File: src/hvp_pkg.sv
package hvp_pkg;
    // Byte port geometry
    localparam int unsigned HVP_W = 8;
    localparam logic [7:0] HVP_DEV_ADDR = 8'hff;
    localparam logic [7:0] HVP_LATCH_RST = 8'hff;
    localparam logic [7:0] HVP_ONES = 8'hff;
    localparam logic [7:0] HVP_ZEROS = 8'h00;

    // Pin synchroniser
    localparam int unsigned HVP_SYNC_STAGES = 3;
    localparam int unsigned HVP_CTL_W = 6;
    localparam logic [5:0] HVP_CTL_IDLE = 6'h31;
    localparam int unsigned HVP_C_GATE_N = 0;
    localparam int unsigned HVP_C_SEL = 1;
    localparam int unsigned HVP_C_WR = 2;
    localparam int unsigned HVP_C_STRB = 3;
    localparam int unsigned HVP_C_UWR_N = 4;
    localparam int unsigned HVP_C_URD_N = 5;
    localparam int unsigned HVP_DAT_W = 16;
    localparam logic [15:0] HVP_DAT_IDLE = 16'h0000;

    // Register map (byte offsets)
    localparam logic [3:0] HVP_OFF_CTRL = 4'h0;
    localparam logic [3:0] HVP_OFF_STATUS = 4'h4;
    localparam logic [3:0] HVP_OFF_ADDR = 4'h8;
    localparam int unsigned HVP_OFF_W = 4;

    // Control register fields
    localparam int unsigned HVP_CTRL_ASYNC = 0;
    localparam int unsigned HVP_CTRL_OC = 1;
    localparam int unsigned HVP_CTRL_SRST = 2;
    localparam logic [1:0] HVP_CTRL_RST = 2'h0;

    // Status register fields
    localparam int unsigned HVP_ST_SEL = 0;
    localparam int unsigned HVP_ST_LATCH = 8;

    // AHB-Lite codes
    localparam logic HVP_HRESP_OKAY = 1'b0;
endpackage

File: src/hvp_sel_if.sv
`timescale 1ns/10ps
interface hvp_sel_if;
    logic op;
    logic clear;
    logic [7:0] bus_val;
    logic selected;

    modport ctl (output op, output clear, output bus_val, input selected);
    modport sel (input op, input clear, input bus_val, output selected);
endinterface

File: src/hvp_byte_port.sv
`timescale 1ns/10ps
// Notes on behaviour
// - Eight-bit two-way user bus, three-state or open-collector drivers.
// - Eight-bit two-way processor bus with three-state drivers.
// - Gate high leaves processor port idle; user port unaffected.
// - Data write from processor only while selected or select command high, strobe high, user write idle.
// - Select command with strobe compares byte to own address, sets or clears status.
// - Both commands low and selected: drive latch onto processor bus.
// - Both commands high with strobe: store data regardless, and update selection.
// - User write control low blocks processor data writes; select still works.
// - Processor writes and selects happen only while strobe is high.
// - Selection status holds until the next select operation or soft reset.
// - Synchronous variant: user write loads only while strobe high.
// - Asynchronous variant: user write loads whatever the strobe level.
// - User read control low with user write idle drives latch onto user bus, else released.
// - Simultaneous writes: user data wins, processor data ignored.
// - Data crossing ports is inverted; same port reads back unchanged.
// - Address compare uses all eight bits; default address all ones.
// - After reset: not selected, user outputs all high.
// - User port works whether or not the processor port is selected.
module hvp_byte_port #(
    parameter logic [7:0] DEV_ADDR = hvp_pkg::HVP_DEV_ADDR
) (
    // Clock and reset
    input wire logic mclk_in,
    input wire logic reset_n_in,
    input wire logic soft_reset_in,
    // AHB-Lite slave
    input wire logic hsel_in,
    input wire logic [31:0] haddr_in,
    input wire logic [1:0] htrans_in,
    input wire logic hwrite_in,
    input wire logic [2:0] hsize_in,
    input wire logic [31:0] hwdata_in,
    input wire logic hready_in,
    output logic [31:0] hrdata_out,
    output logic hreadyout_out,
    output logic hresp_out,
    // Processor-side port
    input wire logic port_gate_n_in,
    input wire logic host_select_cmd_in,
    input wire logic host_write_cmd_in,
    input wire logic strobe_clk_in,
    input wire logic [7:0] host_vector_bus_in,
    output logic [7:0] host_vector_bus_out,
    output logic host_vector_bus_oe_out,
    // User-side port
    input wire logic user_write_ctl_n_in,
    input wire logic user_read_ctl_n_in,
    input wire logic [7:0] user_data_lines_in,
    output logic [7:0] user_data_lines_out,
    output logic [7:0] user_data_lines_oe_out
);
    logic [5:0] ctl_s;
    logic [15:0] dat_s;
    logic [7:0] latch_q;
    logic [7:0] latch_d;
    logic [1:0] ctrl_q;
    logic [1:0] ctrl_d;
    logic srst_q;
    logic wr_pend_q;
    logic [3:0] addr_q;
    logic [31:0] hrdata_q;
    logic hreadyout_q;
    logic [7:0] host_out_q;
    logic host_oe_q;
    logic [7:0] user_out_q;
    logic [7:0] user_oe_q;

    hvp_sel_if sel_if ();

    // Pins settle through three stages
    hvp_pin_sync #(
        .W(hvp_pkg::HVP_CTL_W),
        .RST(hvp_pkg::HVP_CTL_IDLE)
    ) u_ctl_sync (
        .mclk_in(mclk_in),
        .reset_n_in(reset_n_in),
        .async_in({user_read_ctl_n_in, user_write_ctl_n_in, strobe_clk_in,
                   host_write_cmd_in, host_select_cmd_in, port_gate_n_in}),
        .stable_out(ctl_s)
    );

    hvp_pin_sync #(
        .W(hvp_pkg::HVP_DAT_W),
        .RST(hvp_pkg::HVP_DAT_IDLE)
    ) u_dat_sync (
        .mclk_in(mclk_in),
        .reset_n_in(reset_n_in),
        .async_in({user_data_lines_in, host_vector_bus_in}),
        .stable_out(dat_s)
    );

    wire gate_w = ~ctl_s[hvp_pkg::HVP_C_GATE_N];
    wire sc_w = ctl_s[hvp_pkg::HVP_C_SEL];
    wire wc_w = ctl_s[hvp_pkg::HVP_C_WR];
    wire strb_w = ctl_s[hvp_pkg::HVP_C_STRB];
    wire uwr_w = ~ctl_s[hvp_pkg::HVP_C_UWR_N];
    wire urd_w = ~ctl_s[hvp_pkg::HVP_C_URD_N];
    wire [7:0] host_s = dat_s[7:0];
    wire [7:0] user_s = dat_s[15:8];
    wire async_w = ctrl_q[hvp_pkg::HVP_CTRL_ASYNC];
    wire oc_w = ctrl_q[hvp_pkg::HVP_CTRL_OC];
    wire clr_w = soft_reset_in | srst_q;
    wire selected_w = sel_if.selected;

    wire sel_op_w = gate_w & sc_w & strb_w;
    wire host_wr_w = gate_w & wc_w & strb_w & ~uwr_w & (sc_w | selected_w);
    wire user_wr_w = uwr_w & (async_w | strb_w);
    wire host_rd_w = gate_w & ~sc_w & ~wc_w & selected_w;
    wire user_drv_w = urd_w & ~uwr_w;

    assign sel_if.op = sel_op_w;
    assign sel_if.clear = clr_w;
    assign sel_if.bus_val = host_s;

    hvp_select #(
        .ADDR(DEV_ADDR)
    ) u_select (
        .mclk_in(mclk_in),
        .reset_n_in(reset_n_in),
        .sel_if(sel_if.sel)
    );

    // Latch holds the byte as the user port sees it
    // user first, processor inverted
    always_comb begin
        latch_d = latch_q;
        if (clr_w) begin
            latch_d = hvp_pkg::HVP_LATCH_RST;
        end else if (user_wr_w) begin
            latch_d = user_s;
        end else if (host_wr_w) begin
            latch_d = ~host_s;
        end
    end

    always_ff @(posedge mclk_in or negedge reset_n_in) begin
        if (!reset_n_in) begin
            latch_q <= hvp_pkg::HVP_LATCH_RST;
        end else begin
            latch_q <= latch_d;
        end
    end

    always_ff @(posedge mclk_in or negedge reset_n_in) begin
        if (!reset_n_in) begin
            host_out_q <= hvp_pkg::HVP_ZEROS;
            host_oe_q <= 1'b0;
        end else begin
            host_out_q <= ~latch_q;
            host_oe_q <= host_rd_w & ~clr_w;
        end
    end

    genvar gi;
    generate
        for (gi = 0; gi < hvp_pkg::HVP_W; gi++) begin : g_user
            wire bit_oe_w = user_drv_w & (~oc_w | ~latch_q[gi]);
            always_ff @(posedge mclk_in or negedge reset_n_in) begin
                if (!reset_n_in) begin
                    user_out_q[gi] <= 1'b1;
                    user_oe_q[gi] <= 1'b0;
                end else begin
                    user_out_q[gi] <= latch_q[gi] & ~oc_w;
                    user_oe_q[gi] <= bit_oe_w;
                end
            end
        end
    endgenerate

    // Bus slave: one-cycle address phase, zero-wait data phase
    wire ahb_go_w = hsel_in & htrans_in[1] & hready_in;
    wire [3:0] a_off_w = haddr_in[hvp_pkg::HVP_OFF_W-1:0];
    wire wr_ctrl_w = wr_pend_q & (addr_q == hvp_pkg::HVP_OFF_CTRL);
    wire [31:0] st_w = {16'h0000, latch_q, 7'h0, selected_w};
    wire [31:0] rd_mux_w =
        (a_off_w == hvp_pkg::HVP_OFF_CTRL) ? {30'h0, ctrl_q} :
        (a_off_w == hvp_pkg::HVP_OFF_STATUS) ? st_w :
        (a_off_w == hvp_pkg::HVP_OFF_ADDR) ? {24'h000000, DEV_ADDR} :
        32'h00000000;

    assign ctrl_d = wr_ctrl_w ? hwdata_in[1:0] : ctrl_q;

    always_ff @(posedge mclk_in or negedge reset_n_in) begin
        if (!reset_n_in) begin
            wr_pend_q <= 1'b0;
            addr_q <= hvp_pkg::HVP_OFF_CTRL;
            hrdata_q <= 32'h00000000;
            hreadyout_q <= 1'b0;
        end else begin
            wr_pend_q <= ahb_go_w & hwrite_in;
            addr_q <= ahb_go_w ? a_off_w : addr_q;
            hrdata_q <= (ahb_go_w & ~hwrite_in) ? rd_mux_w : 32'h00000000;
            hreadyout_q <= 1'b1;
        end
    end

    // Soft reset bit self-clears
    always_ff @(posedge mclk_in or negedge reset_n_in) begin
        if (!reset_n_in) begin
            ctrl_q <= hvp_pkg::HVP_CTRL_RST;
            srst_q <= 1'b0;
        end else begin
            ctrl_q <= ctrl_d;
            srst_q <= wr_ctrl_w & hwdata_in[hvp_pkg::HVP_CTRL_SRST];
        end
    end

    assign hrdata_out = hrdata_q;
    assign hreadyout_out = hreadyout_q;
    assign hresp_out = hvp_pkg::HVP_HRESP_OKAY;
    assign host_vector_bus_out = host_out_q;
    assign host_vector_bus_oe_out = host_oe_q;
    assign user_data_lines_out = user_out_q;
    assign user_data_lines_oe_out = user_oe_q;
endmodule

File: src/hvp_pin_sync.sv
`timescale 1ns/10ps
module hvp_pin_sync #(
    parameter int unsigned W = 1,
    parameter logic [W-1:0] RST = '0
) (
    // Clock and reset
    input wire logic mclk_in,
    input wire logic reset_n_in,
    // Pins and settled copy
    input wire logic [W-1:0] async_in,
    output logic [W-1:0] stable_out
);
    logic [W-1:0] s1_q;
    logic [W-1:0] s2_q;
    logic [W-1:0] s3_q;
    logic [W-1:0] stable_q;

    // A bit counts once stages two and three agree
    wire [W-1:0] agree_w = ~(s2_q ^ s3_q);
    wire [W-1:0] stable_d = (stable_q & ~agree_w) | (s3_q & agree_w);

    always_ff @(posedge mclk_in or negedge reset_n_in) begin
        if (!reset_n_in) begin
            s1_q <= RST;
            s2_q <= RST;
            s3_q <= RST;
            stable_q <= RST;
        end else begin
            s1_q <= async_in;
            s2_q <= s1_q;
            s3_q <= s2_q;
            stable_q <= stable_d;
        end
    end

    assign stable_out = stable_q;
endmodule

File: src/hvp_select.sv
`timescale 1ns/10ps
module hvp_select #(
    parameter logic [7:0] ADDR = hvp_pkg::HVP_DEV_ADDR
) (
    // Clock and reset
    input wire logic mclk_in,
    input wire logic reset_n_in,
    // Select request and result
    hvp_sel_if.sel sel_if
);
    logic selected_q;
    logic selected_d;

    // All eight bits compared against the fixed address
    wire match_w = (sel_if.bus_val == ADDR);

    always_comb begin
        selected_d = selected_q;
        if (sel_if.clear) begin
            selected_d = 1'b0;
        end else if (sel_if.op) begin
            selected_d = match_w;
        end
    end

    always_ff @(posedge mclk_in or negedge reset_n_in) begin
        if (!reset_n_in) begin
            selected_q <= 1'b0;
        end else begin
            selected_q <= selected_d;
        end
    end

    assign sel_if.selected = selected_q;
endmodule

File: config.mk
export PLATFORM = sky130hd
export DESIGN_NAME = hvp_byte_port
export DESIGN_NICKNAME = d
export VERILOG_FILES = /design/src/hvp_pkg.sv /design/src/hvp_sel_if.sv /design/src/hvp_byte_port.sv /design/src/hvp_pin_sync.sv /design/src/hvp_select.sv
export SDC_FILE = /design/constraint.sdc
export NUM_CORES = 1
export LEC_CHECK = 0
export BUFFER_PORTS_ARGS = -buffer_cell sky130_fd_sc_hd__clkbuf_2
export CAP_MARGIN = 25
export CORE_AREA = 2 2 98 100
export CTS_BUF_LIST = sky130_fd_sc_hd__clkbuf_4 sky130_fd_sc_hd__clkbuf_8 sky130_fd_sc_hd__clkbuf_16
export DETAILED_ROUTE_END_ITERATION = 10
export DIE_AREA = 0 0 100 102
export GPL_TIMING_DRIVEN = 0
export PLACE_DENSITY = 0.82
export SYNTH_ARGS = -nofsm -noshare
export SYNTH_HDL_FRONTEND = slang
export SYNTH_SLANG_ARGS = --single-unit
File: constraint.sdc
create_clock -name mclk_in -period 2.5 [get_ports mclk_in]
set_clock_uncertainty 0.2 [all_clocks]
set_input_delay 0.625 -clock mclk_in [delete_from_list [all_inputs] [get_ports mclk_in]]
set_output_delay 0.625 -clock mclk_in [all_outputs]
set_load 0.02 [all_outputs]
==> results of run 1 <==
## layer usage
metal	track usage	wire length [um]	vias up
met5	0	0	-
met4	0.0790	143	0
met1	0.198	3280	1328
met3	0.0622	513	12
li1	-	-	1248
met2	0.274	3790	105
## cell type report
cell class | instances | area share
clock buffer | 19 | 0.0694
sequential | 142 | 0.580
inverter | 9 | 0.00546
timing repair buffer | 99 | 0.102
buffer | 34 | 0.0384
tap | 111 | 0.0225
clock inverter | 13 | 0.0310
multi-input combinational | 130 | 0.151
## worst max-delay path by stage
stage,end,slack (ns),cells past startpoint
detailed placement,latch_q[1],0.42,6
floorplan,latch_q[6],0.74,5
global placement,u_dat_sync.s1_q[5],-1.41,1
global route,hrdata_out[6],0.37,2
CTS,hrdata_out[6],0.41,2
finish,hrdata_out[6],0.44,2
## stage by stage
step / setup WS [ns] / hold slack (ns)
floorplan: 0.735 / 0.129
detailed placement: 0.422 / 0.135
global route: 0.375 / 0.00360
global placement: -1.41 / 0.133
finish: 0.442 / 0.0272
CTS: 0.409 / 0.00113
## cells by family after synthesis
family | share of synthesized area
flops | 0.758
simple gates | 0.0780
buf+inv | 0.0574
compound gates | 0.0439
fa+ha+maj | 0.0465
mux | 0.0143
other cells | 0.00159
## critical path, delay by kind of cell, from the launching register on
family,cells,cell delay (ns)
flip-flops,1,0.42
buffers and inverters,2,0.30
## placed cells by master, fill, tap and decap left out, drive strengths merged, types with 6 or more instances in the layout
cell,count
dfrtp,114
clkbuf,102
buf,29
dfstp,28
maj3,22
dlygate4sd3,21
conb,18
nor3,17
nor2,10
a21oi,10
inv,10
nor3b,9
a211oi,8
a2111oi,8
mux2,6
## where the power goes
part	switching, mW	internal, mW
registers	0.0956	2.54
logic	0.326	0.205
clock network	0.923	1.65
total	1.34	4.39
==> PnR_summary.wiki, run 1 <==
{| class="wikitable"
! Metric !! Value
|-
| Clock input transition at the sequential cells of the worst setup and hold paths || 0.06 ns
|-
| Proportion of layout cells with a drive suffix above 1 || 0.417
|-
| Multi-input combinational cell area || 932 um^2
|-
| Clock buffer count from CTS || 17
|-
| Effective utilization at floorplan || 0.520
|-
| Final net count || 530
|-
| Count of buffers from port buffering || 77
|-
| Max Fclk || 486 MHz
|-
| Final wirelength || 7730 um
|-
| Post-detailed-placement cell area || 5350 um^2
|-
| Final worst-path cycle share || 0.823
|-
| Hold Crit Start || user_data_lines_in[7]
|-
| Initial drt markers || between 80 and 90
|-
| Max-Cap Viols || 0
|-
| Area of the core || 9110 um^2
|-
| Yosys cell types || 35
|-
| Number of ports placed on the die boundary || 156
|-
| WHS Endpoint || u_dat_sync.s1_q[15]
|-
| Number of endpoints with negative hold slack in the final report || 0
|-
| Total non-filler cell area in the finished layout || 6180 um^2
|-
| Average wire length per cell after detail routing || ~14 um
|-
| CTS H-tree depth || 4
|-
| Number of stages on the worst hold path || 1
|-
| Die ar. || 10200 um^2
|-
| Worst max-slew margin expressed relative to the limit || 0.513
|-
| Category of the worst setup path launch point || register
|-
| Most frequently used cell type in the post-synthesis netlist || sky130_fd_sc_hd__dfrtp_1
|-
| Count of flip-flops with a built-in enable after synthesis || 0
|-
| Startpoint-to-endpoint class of the critical path || reg2out
|-
| Number of placed instances with taps included || 504
|-
| Outcome || completed
|-
| Data required time at the worst endpoint || 1.67 ns
|-
| Most common library cells after synthesis || sky130_fd_sc_hd__dfrtp_1 (114), sky130_fd_sc_hd__dfstp_2 (28), sky130_fd_sc_hd__buf_4 (22), sky130_fd_sc_hd__maj3_1 (22)
|-
| Total standard cell area after synthesis || about 4700 um^2
|-
| Post-CTS Setup Bufs || 0
|-
| VDD IR-drop max || around 0.00045 V
|-
| Residual overflow from global routing || 0
|-
| Classification of the worst-slack hold path || in2reg
|-
| Destination of the worst register-to-register timing path || latch_q[1]
|-
| Leading cell types by total area after synthesis || sky130_fd_sc_hd__dfrtp_1 (60%), sky130_fd_sc_hd__dfstp_2 (16%), sky130_fd_sc_hd__maj3_1 (4.7%)
|-
| Antenna diode count || 0
|-
| Growth of design area from synthesis to finish || 30.7%
|-
| Largest driver fanout on the critical path || 6
|-
| CP max stage cell || sky130_fd_sc_hd__dfrtp_1
|-
| Antenna Violating Nets Remaining || 0
|-
| Post-synth top area share || 0.603
|-
| Warnings from Yosys || 0
|-
| Clock latency of the later-clocked register in the worst-skew pair || 0.51 ns
|-
| Transition time at the pin with the least slew margin || 0.729 ns
|-
| CTS Sinks || 142
|-
| Pin count of the biggest net entering global routing || 83
|-
| Worst-case register-to-register setup slack || 0.62 ns
|-
| Average vias per placed instance || 4.83
|-
| Number of instances in the synthesized netlist || 299
|-
| Arr. time, crit path || 1.23 ns
|-
| Period minus WS final || approximately 2.1 ns
|-
| Setup TNS || 0 ns
|-
| Total setup violations reported at the end of the flow || 0
|-
| Final slew viol count || 0
|-
| Flip-flop and latch area || 3590 um^2
|-
| Number of cell instances on the worst register-to-register path || 4
|-
| Gp weighted congestion || 0.825
|-
| Leakage || 2.91 nW
|-
| Horizontal die dimension || 100 um
|-
| Post-cts hold buffer count || 20
|-
| Dominant register cell in the synthesized netlist || sky130_fd_sc_hd__dfrtp_1
|-
| Via count of the first global-routing pass || 2652
|-
| Router iterations before antenna repair || 4
|-
| Count of state elements after synthesis || 142
|-
| CTS tree || done
|-
| Post-layout power || 5.74 mW
|-
| Critical path, cell by cell || buf_4, clkbuf_2
|-
| Leading area contributor after synthesis || sky130_fd_sc_hd__dfrtp_1
|-
| DRC violation count after routing || 0
|-
| Number of standard cells in the layout, taps in and fillers out || 557
|-
| Half-perimeter wire length of the detailed placement result || 4960 um
|-
| Part of the Yosys area used for sequential elements || 0.758
|-
| Power per cell area || 928 nW/um^2
|-
| Final core occ || 0.679
|-
| Async set-or-reset flop fraction in the synthesized netlist || 1.00
|-
| Y dimension of the die || ~100 um
|-
| Maximum clock insertion buffer count || 2
|-
| Nature of the critical path endpoint || output pin
|-
| Unrepaired setup endpoints after global routing || no
|-
| Wire length of the first global-routing pass || ~13000 um
|-
| GRT Total Usage || 0.167
|-
| Slowest cell delay on critical path || 0.42 ns
|-
| Crit path launch || hrdata_out[7]
|-
| Row count || 35
|-
| Via count || 2693
|-
| Number of fillers in the final layout || 627
|-
| CTS Root Buffer Type || sky130_fd_sc_hd__clkbuf_8
|-
| Number of antenna violations at the first check in global routing || 0
|-
| Post-CTS sizing || 0
|-
| Mean Syn Cell Area || 15.8 um^2
|}
(Power assumes the default switching activity.)
==> inputs of run 2 (changes only) <==
ABC_AREA = 1   (was default)
CORE_AREA = 2 2 106 108   (was 2 2 98 100)
DIE_AREA = 0 0 108 110   (was 0 0 100 102)
PLACE_DENSITY = 0.74   (was 0.82)
clock period = 1.8 ns   (was 2.5 ns; I/O delays follow)
==> PnR_summary.wiki, run 2 <==
{| class="wikitable"
! Metric !! Value
|-
| Outcome || complete, but fails checks
|-
| Violations in the final reports || setup timing
|-
| Post-detailed-placement cell area || 5390 um^2 (+0.63%)
|-
| Classification of the worst-slack hold path || in2reg
|-
| Maximum clock insertion buffer count || 2 (unchanged)
|-
| Power per cell area || 1280 nW/um^2 (+38%)
|-
| Router iterations before antenna repair || 4 (unchanged)
|-
| Average wire length per cell after detail routing || 11.3 um (-18%)
|-
| Proportion of layout cells with a drive suffix above 1 || 0.347 (-0.0697)
|-
| Max-Cap Viols || 0 (unchanged)
|-
| Count of state elements after synthesis || 142 (unchanged)
|-
| Count of flip-flops with a built-in enable after synthesis || 0 (unchanged)
|-
| Final worst-path cycle share || 1.04
|-
| Slowest cell delay on critical path || 0.46 ns (+0.04 ns)
|-
| Number of instances in the synthesized netlist || 345 (+15%)
|-
| Number of placed instances with taps included || 579 (+15%)
|-
| Leading cell types by total area after synthesis || sky130_fd_sc_hd__dfrtp_1 (60%), sky130_fd_sc_hd__dfstp_2 (16%), sky130_fd_sc_hd__maj3_1 (4.7%)
|-
| CTS Sinks || 142 (unchanged)
|-
| Post-CTS Setup Bufs || 0 (unchanged)
|-
| Mean Syn Cell Area || 13.7 um^2 (-13%)
|-
| Clock latency of the later-clocked register in the worst-skew pair || 0.51 ns (about the same)
|-
| CTS H-tree depth || 4 (unchanged)
|-
| Worst slack, placed || 0.189 ns (-0.233 ns)
|-
| Arr. time, crit path || 1.22 ns (about the same)
|-
| Smallest setup slack after layout || -0.0718 ns (-0.513 ns)
|-
| Area of the core || 10700 um^2 (+17%)
|-
| Count of buffers from port buffering || 77 (unchanged)
|-
| Clock input transition at the sequential cells of the worst setup and hold paths || 0.06 ns (about the same)
|-
| Horizontal die dimension || 108 um (+8.0%)
|-
| Effective utilization at floorplan || 0.442 (-0.0774)
|-
| Nature of the critical path endpoint || output pin
|-
| Final wirelength || 7260 um (-6.1%)
|-
| Die ar. || 11900 um^2 (+16%)
|-
| Row count || 38 (+8.6%)
|-
| Half-perimeter wire length of the detailed placement result || 5040 um (+1.6%)
|-
| GRT Total Usage || 0.137 (-0.0300)
|-
| Antenna diode count || 0 (unchanged)
|-
| Dominant register cell in the synthesized netlist || sky130_fd_sc_hd__dfrtp_1
|-
| Unrepaired setup endpoints after global routing || yes
|-
| Via count of the first global-routing pass || 2760 (+4.1%)
|-
| Number of antenna violations at the first check in global routing || 0 (unchanged)
|-
| Part of the Yosys area used for sequential elements || 0.759 (about the same)
|-
| Clock buffer count from CTS || 17 (unchanged)
|-
| Antenna Violating Nets Remaining || 0 (unchanged)
|-
| Y dimension of the die || 110 um (+7.8%)
|-
| Post-synth top area share || 0.603 (about the same)
|-
| Most common cell after layout, fill and taps aside || sky130_fd_sc_hd__dfrtp_1
|-
| Leakage || 3.15 nW (+8.1%)
|-
| Category of the worst setup path launch point || register
|-
| Final net count || 585 (+10%)
|-
| Max Fclk || 534 MHz
|-
| Most common library cells after synthesis || sky130_fd_sc_hd__dfrtp_1 (114), sky130_fd_sc_hd__nand2_1 (37), sky130_fd_sc_hd__dfstp_2 (28), sky130_fd_sc_hd__inv_1 (28), sky130_fd_sc_hd__nand3_1 (26)
|-
| Worst Path Buf+Inv || 2 (unchanged)
|-
| CTS Root Buffer Type || sky130_fd_sc_hd__clkbuf_8
|-
| Average vias per placed instance || 4.34 (-10%)
|-
| Startpoint-to-endpoint class of the critical path || reg2out
|-
| Largest driver fanout on the critical path || 6 (unchanged)
|-
| Final core occ || 0.602 (-0.0764)
|-
| Number of ports placed on the die boundary || 156 (unchanged)
|-
| Gp weighted congestion || 0.836 (+1.3%)
|-
| Via count || 2782 (+3.3%)
|-
| Number of endpoints with negative hold slack in the final report || 0 (unchanged)
|-
| CP max stage cell || sky130_fd_sc_hd__dfrtp_2
|-
| Final slew viol count || 0 (unchanged)
|-
| Setup TNS || -0.358 ns (-0.358 ns)
|-
| Commonest cells after routing, fill and taps aside || sky130_fd_sc_hd__dfrtp_1 (113), sky130_fd_sc_hd__clkbuf_2 (62), sky130_fd_sc_hd__nand2_1 (37)
|-
| Most frequently used cell type in the post-synthesis netlist || sky130_fd_sc_hd__dfrtp_1
|-
| Leading area contributor after synthesis || sky130_fd_sc_hd__dfrtp_1
|-
| VDD IR-drop max || 0.000612 V (+36%)
|-
| CTS tree || done
|-
| Total non-filler cell area in the finished layout || 6440 um^2 (+4.2%)
|-
| Period minus WS final || 1.87 ns
|-
| Residual overflow from global routing || 0 (unchanged)
|-
| Total standard cell area after synthesis || 4730 um^2 (about the same)
|-
| Family with the most delay on the worst path || flip-flops
|-
| Critical path, cell by cell || buf_6, buf_8
|-
| Async set-or-reset flop fraction in the synthesized netlist || 1.00 (unchanged)
|-
| Warnings from Yosys || 0 (unchanged)
|-
| Wire length of the first global-routing pass || 12400 um (-2.6%)
|-
| Data required time at the worst endpoint || 1.15 ns (-0.52 ns)
|-
| Number of standard cells in the layout, taps in and fillers out || 641 (+15%)
|-
| Growth of design area from synthesis to finish || 36.3%
|-
| Initial drt markers || 119 (+38%)
|-
| Pin count of the biggest net entering global routing || 91 (+9.6%)
|-
| Yosys cell types || 27 (-23%)
|-
| DRC violation count after routing || 0 (unchanged)
|-
| Total setup violations reported at the end of the flow || 6 (+6)
|}
[run 2: changes by cell type after synthesis, sizes merged, moves of 4 or more]
cell     delta
inv        +22
nand3      +26
a2111oi     -8
nor3        -6
nor2       +12
nand2      +38
o21ai       +7
nor3b       -9
mux2        -6
buf         -4
a211oi      -8
clkbuf      -4
[run 2: final timing paths]
check / startpoint / end / slack (ns) / cells after the start
worst max register to register: register / latch_q[2] / 0.23 / 6
worst min register to register: u_ctl_sync.s1_q[1] / u_ctl_sync.s2_q[1] / 0.15 / 0
min in group asynchronous: reset_n_in / host_vector_bus_out[0] / 0.26 / 2
worst min-delay path: hwdata_in[1] / ctrl_q[1] / 0.02 / 3
max in group asynchronous: reset_n_in / u_ctl_sync.s1_q[0] / 0.37 / 3
worst max-delay path: hrdata_out[7] / hrdata_out[4] / -0.07 / 2
[run 2: repair_timing]
action,4_1_cts,5_1_grt
hold buffers,30,0
setup endpoints to repair,14,14
cloned,0,0
hold endpoints to repair,81,0
gates resized for setup,24,21
[run 2: routing by layer]
layer / wire length, um / up-vias / share of wire / GRT usage
met3: 454 / 6 / 0.063 / 0.0506
met1: 3090 / 1333 / 0.42 / 0.160
li1: - / 1359 / - / -
met4: 79 / 0 / 0.011 / 0.0751
met2: 3640 / 84 / 0.50 / 0.221
met5: 0 / - / 0 / 0
[run 2: kinds of logic (layout without fill, tap and decap cells)]
group                    Yosys count  after routing  synth area share
AO/OA/AOI/OAI                     20             20            0.0243
adder cells (fa/ha/maj)           22             22            0.0466
buffers and inverters             57            197            0.0651
flip-flops                       142            142             0.759
other                              2             18           0.00159
AND/OR/NAND/NOR                  102            102             0.104
[run 2: where the power goes]
part           internal (mW)  total [mW]  switching [mW]
sequential              3.58        3.75           0.173
combinational          0.440        1.02           0.576
clock                   2.17        3.48            1.31
total                   6.19        8.25            2.06
[run 2: layout make-up]
cell class / count / area (um^2)
plain buffers: 26 / 208
clock buffers: 18 / 428
clock inverters: 14 / 181
fillers: 847 / 4250
inverters: 31 / 119
multi-input cells: 162 / 893
flip-flops and latches: 142 / 3590
well taps: 140 / 175
repair buffers: 108 / 851
[run 2: tightest hold or removal path, delay by kind of cell]
kind                   cells  cell delay, ns
AO/OA/AOI/OAI              1            0.11
buffers and inverters      1            0.08
AND/OR/NAND/NOR            1            0.04
[run 2: per-stage QoR]
| stage | power, mW | hold slack [ns] |
|---|---|---|
| after floorplan | 4.32 | -0.0456 |
| final | 8.25 | 0.0245 |
| after CTS | 8.32 | 0.00968 |
| after global placement | 4.61 | 0.134 |
| after global routing | 8.66 | 0.0136 |
| after detailed placement | 4.66 | 0.135 |
